==> src/core/psw_defines.svh <==
// Purpose: shared offsets, field positions, encodings and timing counts
// Assumes: 32-bit register words on an 8-bit byte address
// Notes: times are in ns, counts are derived from the clock period
`ifndef PSW_DEFINES_SVH
`define PSW_DEFINES_SVH

`define PSW_ADDR_W 8
`define PSW_DATA_W 32

`define PSW_OFF_IRQ_STATUS 8'h58
`define PSW_OFF_IRQ_ENABLE 8'h5c
`define PSW_OFF_BYTE_TEST 8'h64
`define PSW_OFF_PMC 8'h84
`define PSW_OFF_PHY_CTRL 8'h90
`define PSW_OFF_PHY_MODE 8'h94
`define PSW_OFF_PHY_IRQ_FLAG 8'h98
`define PSW_OFF_PHY_IRQ_MASK 8'h9c

// power management control register fields
`define PSW_PMC_READY 0
`define PSW_PMC_PIN_EN 1
`define PSW_PMC_PULSE_SEL 3
`define PSW_PMC_WS_LO 4
`define PSW_PMC_WFE 8
`define PSW_PMC_EDE 9
`define PSW_PMC_SEL_LO 12
// irq status / enable fields
`define PSW_IRQ_WAKE 0
`define PSW_IRQ_PHY 1
// phy fields
`define PSW_PHY_PD_BIT 11
`define PSW_PHY_EDPD_BIT 13
`define PSW_PHY_ENERGY_IRQ 1

// power state select encodings
`define PSW_SEL_D0 2'h0
`define PSW_SEL_D1 2'h1
`define PSW_SEL_D2 2'h2
// wake status encodings
`define PSW_WS_FRAME 2'h2
`define PSW_WS_ENERGY 2'h1

// arbitrary value, read back from the byte test register
`define PSW_BYTE_TEST_VAL 32'h5a3c_c3a5

`define PSW_CLK_NS 10
`define PSW_READY_MAX_NS 2000000
`define PSW_READY_CYCLES (`PSW_READY_MAX_NS / `PSW_CLK_NS)
`define PSW_PULSE_NS 50000000
`define PSW_PULSE_CYCLES (`PSW_PULSE_NS / `PSW_CLK_NS)

`endif

==> src/core/psw_pkg.sv <==
// Purpose: state types shared by both ends
// Assumes: nothing
// Notes: encodings follow a Gray path
package psw_pkg;
	typedef enum logic [1:0] {
		psw_d0 = 2'b00,
		psw_d1 = 2'b01,
		psw_waking = 2'b11,
		psw_d2 = 2'b10
	} psw_dev_state_type;

	typedef enum logic [1:0] {
		psw_h_idle = 2'b00,
		psw_h_pre = 2'b01,
		psw_h_acc = 2'b11,
		psw_h_cap = 2'b10
	} psw_host_state_type;
endpackage

==> src/core/psw_bus_if.sv <==
// Purpose: sram-like register bus plus wake event line between both ends
// Assumes: one access per cs cycle, read data valid one cycle later
// Notes: no clocking block
`timescale 1ns/1ns
`include "psw_defines.svh"
interface psw_bus_if;
	logic cs;
	logic rd;
	logic wr;
	logic [`PSW_ADDR_W-1:0] addr;
	logic [`PSW_DATA_W-1:0] wdata;
	logic [`PSW_DATA_W-1:0] rdata;
	logic wake_pin;

	modport device (
		input cs,
		input rd,
		input wr,
		input addr,
		input wdata,
		output rdata,
		output wake_pin
	);
	modport host (
		output cs,
		output rd,
		output wr,
		output addr,
		output wdata,
		input rdata,
		input wake_pin
	);
endinterface

==> src/core/psw_device.sv <==
// Purpose: power state and wake controller of the network device
// Assumes: host keeps to the access limits while ready is clear
// Notes: clock gating is exported as enables; this logic itself keeps running
//
// Overview of operation
// - D0 plus D1, D2; sleeping reads only control
// - ready clears on sleep entry until D0
// - host reads control, writes byte test only
// - writes ignored until one read after wake
// - byte test write in sleep returns D0
// - writing 01 enters D1, partial clock gating
// - D1 frame detect sets status 10b, pin
// - host programs filter and enables before D1
// - host sets energy powerdown before writing 10b
// - D2 stops mac, bus, internal clocks
// - D2 carrier sets status 01b, pin
// - carrier present at D2 entry detects immediately
// - host clears energy powerdown only after ready
// - host clears wake status only when ready
// - wake irq bit sticky while wake signal active
// - wake irq set regardless of pin enable
// - pulse select: 50ms pulse, else static pin
// - pin drops on status, detect or pin enable clear
// - wake status field readable
// - phy powered down while 0.11 high
// - 17.13 powers phy down without line energy
// - line energy wakes phy, sets phy irq flag
// - ready set within 2ms of wake write
`timescale 1ns/1ns
`include "psw_defines.svh"
module psw_device #(
	parameter int READY_CYCLES = `PSW_READY_CYCLES,
	parameter int PULSE_CYCLES = `PSW_PULSE_CYCLES
) (
	input wire logic clk_sys,
	input wire logic resetn,
	psw_bus_if.device bus,
	input wire logic wake_frame_seen,
	input wire logic line_energy_raw,
	output logic host_irq,
	output logic host_clk_en,
	output logic mac_pm_clk_en,
	output logic int_clk_en,
	output logic phy_power_down,
	output logic phy_soft_reset,
	output logic phy_active,
	output logic [1:0] power_state
);
	localparam int RW = $clog2(READY_CYCLES + 1);
	localparam int PW = $clog2(PULSE_CYCLES + 1);
	localparam logic [RW-1:0] READY_LAST = RW'(READY_CYCLES - 1);
	localparam logic [PW-1:0] PULSE_LAST = PW'(PULSE_CYCLES - 1);

	if (READY_CYCLES < 1 || PULSE_CYCLES < 1) begin : g_bad_param
		$error("psw_device: cycle counts must be at least one");
	end

	psw_pkg::psw_dev_state_type state, next_state;
	logic [RW-1:0] ready_cnt;
	logic [PW-1:0] pulse_cnt;
	logic armed;
	logic wake_pin_en, pulse_sel, frame_en, energy_en;
	logic [1:0] wake_status;
	logic [1:0] irq_status, irq_enable;
	logic phy_pd, phy_edpd, phy_irq_flag, phy_irq_mask;
	logic en_s1, en_s2, en_s3, energy;
	logic energy_d, wake_sig_d, pin_on;
	logic [`PSW_DATA_W-1:0] rdata;

	// bus decode
	wire rd_cyc = bus.cs & bus.rd;
	wire wr_cyc = bus.cs & bus.wr;
	wire hit_pmc = bus.addr == `PSW_OFF_PMC;
	wire hit_bt = bus.addr == `PSW_OFF_BYTE_TEST;
	wire hit_ist = bus.addr == `PSW_OFF_IRQ_STATUS;
	wire hit_ien = bus.addr == `PSW_OFF_IRQ_ENABLE;
	wire hit_pctl = bus.addr == `PSW_OFF_PHY_CTRL;
	wire hit_pmode = bus.addr == `PSW_OFF_PHY_MODE;
	wire hit_pflag = bus.addr == `PSW_OFF_PHY_IRQ_FLAG;
	wire hit_pmask = bus.addr == `PSW_OFF_PHY_IRQ_MASK;
	wire in_d0 = state == psw_pkg::psw_d0;
	wire in_d1 = state == psw_pkg::psw_d1;
	wire in_d2 = state == psw_pkg::psw_d2;
	wire ready = in_d0;
	wire wake_wr = wr_cyc & hit_bt & (in_d1 | in_d2);
	wire wr_ok = wr_cyc & armed & in_d0;
	wire [1:0] sel_wr = bus.wdata[`PSW_PMC_SEL_LO +: 2];
	wire pmc_wr = wr_ok & hit_pmc;

	wire [1:0] sel_now = in_d1 ? `PSW_SEL_D1 :
		(in_d2 ? `PSW_SEL_D2 : `PSW_SEL_D0);

	wire set_frame = in_d1 & wake_frame_seen;
	// level check catches carrier already present
	wire set_energy = in_d2 & energy;
	wire [1:0] ws_clr = pmc_wr ? bus.wdata[`PSW_PMC_WS_LO +: 2] : 2'h0;
	wire [1:0] next_ws = (wake_status & ~ws_clr) | {set_frame, set_energy};

	wire wake_sig = (wake_status[1] & frame_en) | (wake_status[0] & energy_en);
	wire sig_rise = wake_sig & ~wake_sig_d;
	wire [1:0] ist_w1c = (wr_ok & hit_ist) ? bus.wdata[1:0] : 2'h0;
	// clear only once signal is gone, set wins
	wire next_ist_wake = wake_sig | (irq_status[0] & ~ist_w1c[0]);
	wire ist_phy = phy_irq_flag & phy_irq_mask;

	wire pin_drop = ~wake_sig | ~wake_pin_en;
	wire pulse_end = pulse_sel & pin_on & (pulse_cnt == PULSE_LAST);

	wire energy_rise = energy & ~energy_d & phy_edpd;
	wire pflag_clr = wr_ok & hit_pflag & bus.wdata[`PSW_PHY_ENERGY_IRQ];
	wire pd_clear = wr_ok & hit_pctl & phy_pd & ~bus.wdata[`PSW_PHY_PD_BIT];

	wire [`PSW_DATA_W-1:0] pmc_rd = {
		{(`PSW_DATA_W - 14){1'b0}}, sel_now, 2'h0, energy_en, frame_en,
		2'h0, wake_status, pulse_sel, 1'b0, wake_pin_en, ready};

	// only the control register answers while asleep
	wire [`PSW_DATA_W-1:0] next_rdata =
		hit_pmc ? pmc_rd :
		~in_d0 ? '0 :
		hit_bt ? `PSW_BYTE_TEST_VAL :
		hit_ist ? {30'h0, ist_phy, irq_status[0]} :
		hit_ien ? {30'h0, irq_enable} :
		hit_pctl ? 32'(phy_pd) << `PSW_PHY_PD_BIT :
		hit_pmode ? 32'(phy_edpd) << `PSW_PHY_EDPD_BIT :
		hit_pflag ? 32'(phy_irq_flag) << `PSW_PHY_ENERGY_IRQ :
		hit_pmask ? 32'(phy_irq_mask) << `PSW_PHY_ENERGY_IRQ : '0;

	always_comb begin
		next_state = state;
		case (state)
			psw_pkg::psw_d0: begin
				if (pmc_wr && sel_wr == `PSW_SEL_D1) begin
					next_state = psw_pkg::psw_d1;
				end else if (pmc_wr && sel_wr == `PSW_SEL_D2) begin
					next_state = psw_pkg::psw_d2;
				end
			end
			psw_pkg::psw_d1, psw_pkg::psw_d2: begin
				if (wake_wr) begin
					next_state = psw_pkg::psw_waking;
				end
			end
			psw_pkg::psw_waking: begin
				if (ready_cnt == READY_LAST) begin
					next_state = psw_pkg::psw_d0;
				end
			end
			default: next_state = psw_pkg::psw_d0;
		endcase
	end

	always_ff @(posedge clk_sys or negedge resetn) begin
		if (!resetn) begin
			state <= psw_pkg::psw_d0;
			ready_cnt <= '0;
		end else begin
			state <= next_state;
			ready_cnt <= (state == psw_pkg::psw_waking) ? ready_cnt + 1'b1 : '0;
		end
	end

	// arm on any read, disarm on wake
	always_ff @(posedge clk_sys or negedge resetn) begin
		if (!resetn) begin
			armed <= 1'b0;
		end else if (rd_cyc) begin
			armed <= 1'b1;
		end else if (wake_wr) begin
			armed <= 1'b0;
		end
	end

	// line energy pin synchroniser, accepted when stages two and three agree
	always_ff @(posedge clk_sys or negedge resetn) begin
		if (!resetn) begin
			en_s1 <= 1'b0;
			en_s2 <= 1'b0;
			en_s3 <= 1'b0;
			energy <= 1'b0;
		end else begin
			en_s1 <= line_energy_raw;
			en_s2 <= en_s1;
			en_s3 <= en_s2;
			energy <= (en_s2 == en_s3) ? en_s3 : energy;
		end
	end

	always_ff @(posedge clk_sys or negedge resetn) begin
		if (!resetn) begin
			wake_pin_en <= 1'b0;
			pulse_sel <= 1'b0;
			frame_en <= 1'b0;
			energy_en <= 1'b0;
			irq_enable <= 2'h0;
			phy_pd <= 1'b0;
			phy_edpd <= 1'b0;
			phy_irq_mask <= 1'b0;
		end else begin
			if (pmc_wr) begin
				wake_pin_en <= bus.wdata[`PSW_PMC_PIN_EN];
				pulse_sel <= bus.wdata[`PSW_PMC_PULSE_SEL];
				frame_en <= bus.wdata[`PSW_PMC_WFE];
				energy_en <= bus.wdata[`PSW_PMC_EDE];
			end
			if (wr_ok && hit_ien) begin
				irq_enable <= bus.wdata[1:0];
			end
			if (wr_ok && hit_pctl) begin
				phy_pd <= bus.wdata[`PSW_PHY_PD_BIT];
			end
			if (wr_ok && hit_pmode) begin
				phy_edpd <= bus.wdata[`PSW_PHY_EDPD_BIT];
			end
			if (wr_ok && hit_pmask) begin
				phy_irq_mask <= bus.wdata[`PSW_PHY_ENERGY_IRQ];
			end
		end
	end

	always_ff @(posedge clk_sys or negedge resetn) begin
		if (!resetn) begin
			wake_status <= 2'h0;
			irq_status <= 2'h0;
			phy_irq_flag <= 1'b0;
			energy_d <= 1'b0;
			wake_sig_d <= 1'b0;
		end else begin
			wake_status <= next_ws;
			irq_status <= {ist_phy, next_ist_wake};
			phy_irq_flag <= energy_rise | (phy_irq_flag & ~pflag_clr);
			energy_d <= energy;
			wake_sig_d <= wake_sig;
		end
	end

	// release wins over a running pulse
	always_ff @(posedge clk_sys or negedge resetn) begin
		if (!resetn) begin
			pin_on <= 1'b0;
			pulse_cnt <= '0;
		end else begin
			if (pin_drop || pulse_end) begin
				pin_on <= 1'b0;
			end else if (sig_rise) begin
				pin_on <= 1'b1;
			end
			pulse_cnt <= (pin_on && !sig_rise) ? pulse_cnt + 1'b1 : '0;
		end
	end

	always_ff @(posedge clk_sys or negedge resetn) begin
		if (!resetn) begin
			rdata <= '0;
			host_irq <= 1'b0;
			host_clk_en <= 1'b1;
			mac_pm_clk_en <= 1'b1;
			int_clk_en <= 1'b1;
			phy_power_down <= 1'b0;
			phy_soft_reset <= 1'b0;
			phy_active <= 1'b1;
			power_state <= `PSW_SEL_D0;
		end else begin
			rdata <= rd_cyc ? next_rdata : rdata;
			host_irq <= |(irq_status & irq_enable);
			// D1 keeps phy and mac power block clocked
			// D2 stops mac, host bus and internal clocks
			host_clk_en <= ~(in_d1 | in_d2);
			mac_pm_clk_en <= ~in_d2;
			int_clk_en <= ~in_d2;
			phy_power_down <= phy_pd;
			phy_soft_reset <= pd_clear;
			phy_active <= ~phy_pd & (~phy_edpd | energy);
			power_state <= sel_now;
		end
	end

	assign bus.rdata = rdata;
	assign bus.wake_pin = pin_on;
endmodule

==> src/flat_wrapper.sv <==
// flat-port wrapper written by rule: the top's interface ports become plain ports
module psw_device_flat 
#(
	parameter int READY_CYCLES = `PSW_READY_CYCLES,
	parameter int PULSE_CYCLES = `PSW_PULSE_CYCLES
)
  (clk_sys, resetn, wake_frame_seen, line_energy_raw, host_irq, host_clk_en, mac_pm_clk_en, int_clk_en, phy_power_down, phy_soft_reset, phy_active, power_state, bus_cs, bus_rd, bus_wr, bus_addr, bus_wdata, bus_rdata, bus_wake_pin);
  psw_bus_if bus_i ();
  input wire logic clk_sys;
  input wire logic resetn;
  input wire logic wake_frame_seen;
  input wire logic line_energy_raw;
  output logic host_irq;
  output logic host_clk_en;
  output logic mac_pm_clk_en;
  output logic int_clk_en;
  output logic phy_power_down;
  output logic phy_soft_reset;
  output logic phy_active;
  output logic [1:0] power_state;
  input wire logic [$bits(bus_i.cs)-1:0] bus_cs;
  input wire logic [$bits(bus_i.rd)-1:0] bus_rd;
  input wire logic [$bits(bus_i.wr)-1:0] bus_wr;
  input wire logic [$bits(bus_i.addr)-1:0] bus_addr;
  input wire logic [$bits(bus_i.wdata)-1:0] bus_wdata;
  output wire logic [$bits(bus_i.rdata)-1:0] bus_rdata;
  output wire logic [$bits(bus_i.wake_pin)-1:0] bus_wake_pin;
  assign bus_i.cs = bus_cs;
  assign bus_i.rd = bus_rd;
  assign bus_i.wr = bus_wr;
  assign bus_i.addr = bus_addr;
  assign bus_i.wdata = bus_wdata;
  assign bus_rdata = bus_i.rdata;
  assign bus_wake_pin = bus_i.wake_pin;
  psw_device #(.READY_CYCLES(READY_CYCLES), .PULSE_CYCLES(PULSE_CYCLES)) u_core (.clk_sys(clk_sys), .resetn(resetn), .bus(bus_i), .wake_frame_seen(wake_frame_seen), .line_energy_raw(line_energy_raw), .host_irq(host_irq), .host_clk_en(host_clk_en), .mac_pm_clk_en(mac_pm_clk_en), .int_clk_en(int_clk_en), .phy_power_down(phy_power_down), .phy_soft_reset(phy_soft_reset), .phy_active(phy_active), .power_state(power_state));
endmodule
==> config.mk <==
export PLATFORM = sky130hd
export DESIGN_NAME = psw_device_flat
export DESIGN_NICKNAME = d
export VERILOG_FILES = /design/src/core/psw_pkg.sv /design/src/core/psw_bus_if.sv /design/src/core/psw_device.sv /design/src/flat_wrapper.sv
export VERILOG_INCLUDE_DIRS = /design/src /design/src/core
export SDC_FILE = /design/constraint.sdc
export NUM_CORES = 1
export LEC_CHECK = 0
export BUFFER_PORTS_ARGS = -buffer_cell sky130_fd_sc_hd__buf_2
export CORE_ASPECT_RATIO = 0.7
export CORE_MARGIN = 5
export CORE_UTILIZATION = 38
export DETAILED_ROUTE_END_ITERATION = 10
export HOLD_SLACK_MARGIN = 0.1
export PLACE_DENSITY = 0.71
export SYNTH_ARGS = -nofsm -noshare
export SYNTH_HDL_FRONTEND = slang
export SYNTH_SLANG_ARGS = --single-unit
==> constraint.sdc <==
create_clock -name clk_sys -period 5.4 [get_ports clk_sys]
set_input_delay 0 -clock clk_sys [delete_from_list [all_inputs] [get_ports clk_sys]]
set_output_delay 0 -clock clk_sys [all_outputs]
set_load 0.03 [all_outputs]
==> results of run 1 <==
-- worst max-delay path, cell delays in order, from the launching register on --
cell           delay (ns)
dfrtp_1              0.41
inv_1                0.12
ha_1                 0.26
nand4_1              0.21
nor4_4               0.65
nand2_1              0.11
a22o_1               0.20
dlygate4sd3_1        0.55
-- layout by cell type (no fill, tap or decap), drive strengths merged, types with 12 or more instances in the layout --
| master | instances |
|---|---|
| nor2 | 27 |
| mux2 | 12 |
| dfrtp | 81 |
| o21ai | 12 |
| xnor2 | 25 |
| nand2 | 29 |
| dlygate4sd3 | 24 |
| buf | 58 |
| inv | 14 |
| nand3 | 16 |
| and2 | 14 |
-- path summary, 6_finish.rpt --
check	depth (start not counted)	end	slack, ns
worst max-delay path	7	u_core.wake_status[1]	2.77
worst min-delay path	3	u_core.bus.rdata[13]	0.12
worst max register to register	7	u_core.wake_status[1]	2.77
worst min register to register	0	u_core.en_s2	0.35
max in group asynchronous	2	u_core.pulse_cnt[0]	4.35
min in group asynchronous	2	u_core.phy_power_down	0.40
-- per-layer routing --
layer | routed length [um] | vias to the layer above | GRT usage [%]
met1 | 4000 | 1488 | 18.3
met3 | 500 | 8 | 4.55
met4 | 86 | 0 | 4.02
met2 | 4070 | 81 | 23.3
li1 | - | 1445 | -
met5 | 0 | - | 0
-- logic make-up after synthesis --
kind of cell    synth area share [%]
fa+ha+maj                       2.40
buf+inv                         6.67
simple gates                    21.1
mux                             3.32
compound gates                  7.97
xor+xnor                        6.67
other cells                   0.0922
flops                           51.8
-- area by class of cell --
| class | count | area [um2] |
|---|---|---|
| clock buffers | 11 | 243 |
| clock inverters | 5 | 75.1 |
| fillers | 930 | 5490 |
| inverters | 14 | 52.6 |
| multi-input cells | 260 | 1720 |
| flip-flops and latches | 84 | 2110 |
| well taps | 132 | 165 |
| repair buffers | 82 | 538 |
-- registers in the layout, indices dropped and copies added (netlist names), 2 cells and up --
| name | cells |
|---|---|
| u_core.state | 2 |
| u_core.irq_status | 2 |
| u_core.bus.rdata | 11 |
| u_core.irq_enable | 2 |
| u_core.wake_status | 2 |
| u_core.power_state | 2 |
| u_core.ready_cnt | 18 |
| u_core.pulse_cnt | 23 |
-- power breakdown --
part	total (mW)	internal, mW	switching [mW]	leakage (nW)
registers	0.703	0.675	0.0281	1.12
clock network	0.650	0.415	0.235	0.159
logic	0.273	0.104	0.169	0.915
total	1.63	1.19	0.432	2.20
-- through the flow --
| step | utilization (%) | cell area, um2 | instances | setup slack [ns] |
|---|---|---|---|---|
| after floorplan | - | 4100 | 391 | 3.36 |
| after global placement | 41.8 | 4350 | 548 | 3.07 |
| after detailed placement | 41.8 | 4350 | 548 | 2.95 |
| after CTS | 47.2 | 4900 | 588 | 2.76 |
| after global routing | 47.2 | 4900 | 588 | 2.56 |
| final | 47.2 | 4900 | 588 | 2.77 |
-- synth_stat cells, types with 6 or more instances --
master	n	area [um2]
inv_1	14	52.6
clkbuf_1	8	30.0
o21ai_0	11	55.1
nor2_1	27	101
nand3_1	16	80.1
nand4_1	11	68.8
xor2_1	6	52.6
a21oi_1	6	30.0
dfrtp_1	81	2030
or3_1	6	37.5
mux2_2	10	113
buf_4	23	173
and2_1	14	87.6
xnor2_1	25	219
nor4_1	7	43.8
ha_1	7	87.6
nor3_1	9	45.0
nor2b_1	7	43.8
nand2_1	29	109
a22o_1	8	70.1
-- repair_timing --
action                                 CTS  global route
endpoints found under the hold margin  101             0
hold buffers                            24             0
setup buffers                            0             0
setup endpoints to repair                0             0
==> impl_metrics.yaml, run 1 <==
die:
  die-area_um2: 12900
  core_um2: 10400
  rows: 31
  start_util_pct: 39.1
  die_h_um: 96.6
  ios: 89
  die_x_um: 134
min_path:
  min_from: "bus_addr[5]"
  hold_class: "in2reg"
power:
  power.density_nw_per_um2: 331
  power_mw: 1.63
  irDropWorstVdd_v: 0.000155
  leakagePower_nw: 2.20
yosys:
  netlist_instances: 382
  synth_seq_area_share_pct: 51.8
  async_flop_share_pct: 100
  avgSynthCellArea_um2: 10.6
  synth_edf_count: 0
  yosysWarningCount: 0
  synthesis.area_um2: 4070
  ys_ff_latch: 84
  synthFlopType: "dfrtp_1"
  synthDistinctLibCells: 52
global_routing:
  grt_overflow: 0
  grt_max_degree: 85
  grt_pass1_vias: 2965
  grt_first_pass_wirelength_um: 14500
  antenna_found_initial: 0
  grtUsageTotal_pct: 14.2
clock_tree:
  cts_tree: "built"
  path_clk_slew_ns: 0.06
  htreeDepth: 3
  numCtsBuffers: 9
  ctsRootBufferMaster: "clkbuf_16"
  cts_resized: 0
  cts_sinks: 84
  clk_path_buf_depth: 2
  clkLatencyLatePin_ns: 0.33
route:
  postRouteAntennaNets: 0
  drt-pass1-iter-count: 4
  vias: 3022
  drt-initial-drc-count: 229
  routed_wl_um: 8660
  wl_per_cell_um: 14.7
  vias_per_cell: 5.14
  drc: 0
timing:
  finalSetupViolations: 0
  finalCritPeriodShare_pct: 48.7
  fmax_mhz: 380
  rsz0062_at_grt: "false"
  finalHoldViolCount: 0
  slew-limit-headroom_pct: 31.7
  maxSlewViolCount: 0
  tightestPinTransition_ns: 1.02
  clock_skew_ns: 0.00569
  hold_slack_ns: 0.117
  tns_ns: 0
  fin_crit_ns: 2.63
worst_setup_path:
  cp-start-kind: "flip-flop"
  cp-startpoint: "u_core.state[0]"
  endpoint_kind: "flip-flop"
  critPathMaxFanout: 9
  reg2reg_from: "u_core.state[0]"
  worstPathRequired_ns: 5.62
  critical_path_class: "reg2reg"
  critical_path_arrival_ns: 2.85
placed_design:
  dp_hpwl_um: 6090
  portBuffers: 56
  routabilityCongestion: 0.813
final_layout:
  synthToLayoutAreaGrowth_pct: 20.5
  drive_above_1_share_pct: 20.0
  fin_nets: 505
  diodes: 0
outcome:
  run_status: "complete, no violations"
flow_run:
  drv_cap: 0
(Power assumes the default switching activity.)
==> run 2, diff against run 1 <==
==> constraint.sdc (replaced) <==
create_clock -name clk_sys -period 2.5 [get_ports clk_sys]
set_input_delay 0 -clock clk_sys [delete_from_list [all_inputs] [get_ports clk_sys]]
set_output_delay 0 -clock clk_sys [all_outputs]
set_load 0.03 [all_outputs]
==> run 2 against run 1 <==
Effect of this change:
- utilization is essentially flat
- critical path depth is the same
- clock-buffer cell count shrank 2
- fmax grew 18%
- highest routed layer unchanged
- die area is the same
- register-to-register slack lost 2.5 ns
==> impl_metrics.yaml, run 2 (synthesis results as in run 1) <==
worst_setup_path:
  r2r_end: "u_core.phy_soft_reset"
  worstPathRequired_ns: 2.78
  reg2reg_from: "u_core.state[0]"
  endpoint_kind: "flip-flop"
  max_stage_delay_ns: 0.58
  crit_cells: 7
  cp-start-kind: "flip-flop"
  critical_path.endpoint: "u_core.phy_soft_reset"
  critical_path_arrival_ns: 2.51
  critPathSlowestCell: "dlygate4sd3_1"
  r2r_cells: 7
  cp_top_family: "simple AND/OR/NAND/NOR gates"
  critical_path_class: "reg2reg"
  critPathMaxFanout: 6
  cp-startpoint: "u_core.state[0]"
  worstPathCellList: "inv_1 > ha_1 > nand4_1 > nor2_1 > nand2_1 > nor4b_1 > dlygate4sd3_1"
  rrSetupSlack_ns: 0.26
  cp_num_buf_inv: 2
final_layout:
  layout_commonest_cell: "dfrtp_1"
  largestRegisters: "u_core.pulse_cnt (23), u_core.ready_cnt (18), u_core.bus.rdata (11)"
  final_area_um2: 4900
  top_register: "u_core.pulse_cnt"
  diodes: 0
  drive_above_1_share_pct: 20.7
  final_util_pct: 47.2
  largest_reg_flops: 23
  synthToLayoutAreaGrowth_pct: 20.6
  mostFrequentLayoutCells: "dfrtp_1 (81), buf_2 (55), nand2_1 (29)"
  fin_nets: 507
power:
  leakagePower_nw: 2.20
  power.density_nw_per_um2: 709
  irDropWorstVdd_v: 0.000331
min_path:
  hold_class: "in2reg"
clock_tree:
  cts_tree: "built"
  htreeDepth: 3
  clkLatencyLatePin_ns: 0.34
  cts_setup_buffers: 0
  cts_sinks: 84
  clk_path_buf_depth: 2
  cts-hold-fix-buffers: 23
  numCtsBuffers: 9
  path_clk_slew_ns: 0.07
  ctsRootBufferMaster: "clkbuf_16"
  cts_resized: 0
route:
  drt-initial-drc-count: 152
  vias: 3009
  drc: 0
  wl_per_cell_um: 14.7
  vias_per_cell: 5.10
  drt-pass1-iter-count: 4
  routed_wl_um: 8660
  postRouteAntennaNets: 0
timing:
  maxSlewViolCount: 0
  clock_skew_ns: 0.00775
  fin_crit_ns: 2.24
  rsz0062_at_grt: "false"
  tightestPinTransition_ns: 1.03
  tns_ns: 0
  fmax_mhz: 447
  hold_slack_ns: 0.131
  finalSetupViolations: 0
  finalHoldViolCount: 0
  finalCritPeriodShare_pct: 89.5
  slew-limit-headroom_pct: 31.0
placed_design:
  dp_hpwl_um: 6030
  routabilityCongestion: 0.810
  placed_cell_area_um2: 4370
  portBuffers: 56
die:
  core_um2: 10400
  die_x_um: 134
  ios: 89
  die-area_um2: 12900
  rows: 31
  start_util_pct: 39.1
  die_h_um: 96.6
global_routing:
  grt_overflow: 0
  grt_first_pass_wirelength_um: 14400
  antenna_found_initial: 0
  grt_pass1_vias: 2974
  met3_usage_pct: 3.88
  use_met2_pct: 22.4
  grt.busiest_layer: "met2"
  grt_max_degree: 85
  grt_util_met1_pct: 18.5
  grtUsageTotal_pct: 14.0
outcome:
  run_status: "complete, no violations"
flow_run:
  drv_cap: 0
-- run 2: power breakdown --
group	internal, mW	switching (mW)	total [mW]
registers	1.46	0.0600	1.52
logic	0.225	0.372	0.597
clock network	0.791	0.571	1.36
-- run 2: how the worst min path moves through the flow --
| stage | endpoint | cells after the start | from |
|---|---|---|---|
| floorplan | u_core.armed | 0 | resetn |
| global placement | u_core.en_s1 | 1 | line_energy_raw |
| detailed placement | u_core.en_s1 | 1 | line_energy_raw |
| CTS | u_core.state[0] | 3 | bus_wdata[12] |
| global route | u_core.state[0] | 3 | bus_wdata[12] |
| finish | u_core.state[0] | 3 | bus_wdata[12] |
-- run 2: worst reg2reg max path, delay by kind of cell (launching register included) --
family	cells	cell delay, ns
flip-flops	1	0.42
AND/OR/NAND/NOR	4	0.75
buffers and inverters	2	0.72
adder cells (fa/ha/maj)	1	0.28
-- run 2: layout make-up --
| cell class | count | area, um2 |
|---|---|---|
| fillers | 945 | 5490 |
| multi-input cells | 260 | 1720 |
| repair buffers | 84 | 551 |
| clock buffers | 9 | 225 |
| clock inverters | 7 | 81.3 |
| flip-flops and latches | 84 | 2110 |
| inverters | 14 | 52.6 |
| well taps | 132 | 165 |
-- run 2: per-stage QoR --
step	instances	setup WS, ns	power (mW)
after floorplan	391	0.461	1.94
after global placement	551	0.451	2.10
after detailed placement	551	0.399	2.12
after CTS	590	0.208	3.53
after global routing	590	0.152	3.63
final	590	0.262	3.48
-- run 2: metal layers --
| metal | vias up | routed length [um] |
|---|---|---|
| li1 | 1450 | - |
| met1 | 1471 | 4010 |
| met2 | 76 | 3980 |
| met3 | 12 | 541 |
| met4 | 0 | 127 |
| met5 | - | 0 |
==> run 3, diff against run 2 <==
--- a/config.mk
+++ b/config.mk
@@ -11,8 +11,10 @@
 export CORE_MARGIN = 5
 export CORE_UTILIZATION = 38
 export DETAILED_ROUTE_END_ITERATION = 10
+export GPL_TIMING_DRIVEN = 0
 export HOLD_SLACK_MARGIN = 0.1
 export PLACE_DENSITY = 0.71
+export SKIP_LAST_GASP = 1
 export SYNTH_ARGS = -nofsm -noshare
 export SYNTH_HDL_FRONTEND = slang
 export SYNTH_SLANG_ARGS = --single-unit
==> run 3 against run 2 <==
Effect of this change:
- first-iteration DRC count increased by 30%
- cell area increased by 4.4%
- flip-flop and latch count unchanged
- sequential power about the same
- register-to-register slack worse by 0.07 ns
- fmax is 4.7% lower
- non-clock buffer count increased by 27
- combinational power up 3.4%
- largest cell class unchanged
- highest routed layer unchanged
==> impl_metrics.yaml, run 3 (synthesis results as in run 1) <==
outcome:
  run_status: "complete, no violations"
clock_tree:
  path_clk_slew_ns: 0.06
  ctsRootBufferMaster: "clkbuf_16"
  clkLatencyLatePin_ns: 0.34
  htreeDepth: 3
  cts_tree: "built"
  numCtsBuffers: 9
  clk_path_buf_depth: 2
  cts_sinks: 84
  cts_setup_buffers: 0
flow_run:
  drv_cap: 0
worst_setup_path:
  critical_path_arrival_ns: 2.56
  endpoint_kind: "flip-flop"
  worstPathRequired_ns: 2.72
  critPathMaxFanout: 9
  critical_path_class: "in2reg"
  cp-start-kind: "input port"
power:
  power.density_nw_per_um2: 681
  p_switching_uw: 954
  p_comb_share_pct: 17.7
  power_mw: 3.49
  leakagePower_nw: 2.33
  seqPwrFrac_pct: 43.5
  p_int_mw: 2.53
  irDropWorstVdd_v: 0.000349
  clockPowerShare_pct: 38.8
  swShare_pct: 27.4
global_routing:
  grt_first_pass_wirelength_um: 15300
  met3_usage_pct: 4.61
  grt_pass1_vias: 3106
  antenna_found_initial: 0
  grt_max_degree: 71
  grt_util_met1_pct: 19.9
  grt.busiest_layer: "met2"
  use_met2_pct: 23.7
  grtUsageTotal_pct: 14.9
  grt_overflow: 0
timing:
  finalHoldViolCount: 0
  tns_ns: 0
  setup_ws_ns: 0.153
  slew-limit-headroom_pct: 48.8
  finalSetupViolations: 0
  fmax_mhz: 426
  fin_crit_ns: 2.35
  finalCritPeriodShare_pct: 93.9
  clock_skew_ns: 0.00678
  rsz0062_at_grt: "false"
  tightestPinTransition_ns: 0.762
  maxSlewViolCount: 0
route:
  vias: 3124
  drt-pass1-iter-count: 4
  routed_wl_um: 8850
  drt-initial-drc-count: 197
  postRouteAntennaNets: 0
  vias_per_cell: 5.06
  drc: 0
  wl_per_cell_um: 14.4
die:
  die-area_um2: 12900
  ios: 89
  core_um2: 10400
  rows: 31
  die_h_um: 96.6
  die_x_um: 134
  start_util_pct: 39.1
final_layout:
  drive_above_1_share_pct: 23.5
  final_cells: 617
  fillers: 942
  fin_nets: 534
  mostFrequentLayoutCells: "dfrtp_1 (81), buf_2 (53), nand2_1 (29)"
  top_register: "u_core.pulse_cnt"
  layout_commonest_cell: "dfrtp_1"
  final_util_pct: 49.3
  synthToLayoutAreaGrowth_pct: 25.9
  diodes: 0
  largest_reg_flops: 23
  largestRegisters: "u_core.pulse_cnt (23), u_core.ready_cnt (18), u_core.bus.rdata (11)"
placed_design:
  dp_hpwl_um: 6440
  portBuffers: 53
  routabilityCongestion: 0.852
  post-place-ws_ns: 0.0889
  dp_cells: 577
min_path:
  hold_class: "in2reg"
run 3: cell count changes in the layout (fill, tap and decap cells not counted), moves of 2 or more:
cell and change:
inv_6 -3, buf_2 -2, buf_4 +18, clkbuf_1 +8, clkbuf_8 +2
run 3: layer usage:
layer,up-vias,wire (um)
met1,1498,4180
li1,1512,-
met4,0,63
met5,-,0
met2,108,4070
met3,6,548
run 3: path summary, 6_finish.rpt:
kind	cells past startpoint	slack, ns	startpoint	end
setup / recovery	8	0.15	bus_addr[0]	u_core.state[0]
hold / removal	3	0.14	bus_addr[5]	u_core.bus.rdata[13]
setup reg to reg	7	0.19	u_core.state[0]	u_core.state[0]
hold reg to reg	0	0.36	u_core.en_s1	u_core.en_s2
max in group asynchronous	3	1.31	resetn	u_core.host_irq
min in group asynchronous	2	0.19	resetn	u_core.host_clk_en
run 3: area by class of cell:
type	count	area (um2)	area share [%]
Tap cell	132	165	3.23
Sequential cell	84	2110	41.1
Clock buffer	11	253	4.94
Buffer	33	219	4.28
Clock inverter	5	60.1	1.17
Timing Repair Buffer	78	536	10.5
Inverter	14	52.6	1.03
Multi-Input combinational cell	260	1730	33.8
run 3: critical path: stages:
cell and delay, ns:
dlygate4sd3_1 0.55, buf_2 0.14, or4b_1 0.49, buf_2 0.18
nor4_4 0.58, a21o_1 0.21, o211ai_2 0.09, mux2_1 0.33
run 3: what timing repair did:
item / in CTS / in global routing
endpoints found under the setup margin: 0 / 9
hold buffers: 24 / 0
resized for setup: 0 / 1
hold endpoints to repair: 102 / 0
run 3: metrics by stage:
step                      hold slack (ns)  instance area [um2]
after detailed placement           -0.127                 4560
after global routing                0.157                 5120
after global placement              0.111                 4530
after floorplan                    -0.296                 4100
final                               0.137                 5120
after CTS                           0.102                 5110
run 3: power by group through the flow:
stage                     logic, mW  registers, mW  clock network [mW]
final                         0.617           1.52                1.35
after CTS                     0.621           1.52                1.39
after detailed placement      0.591           1.54                   0
after global routing          0.689           1.53                1.44
after global placement        0.578           1.54                   0
after floorplan               0.347           1.59                   0
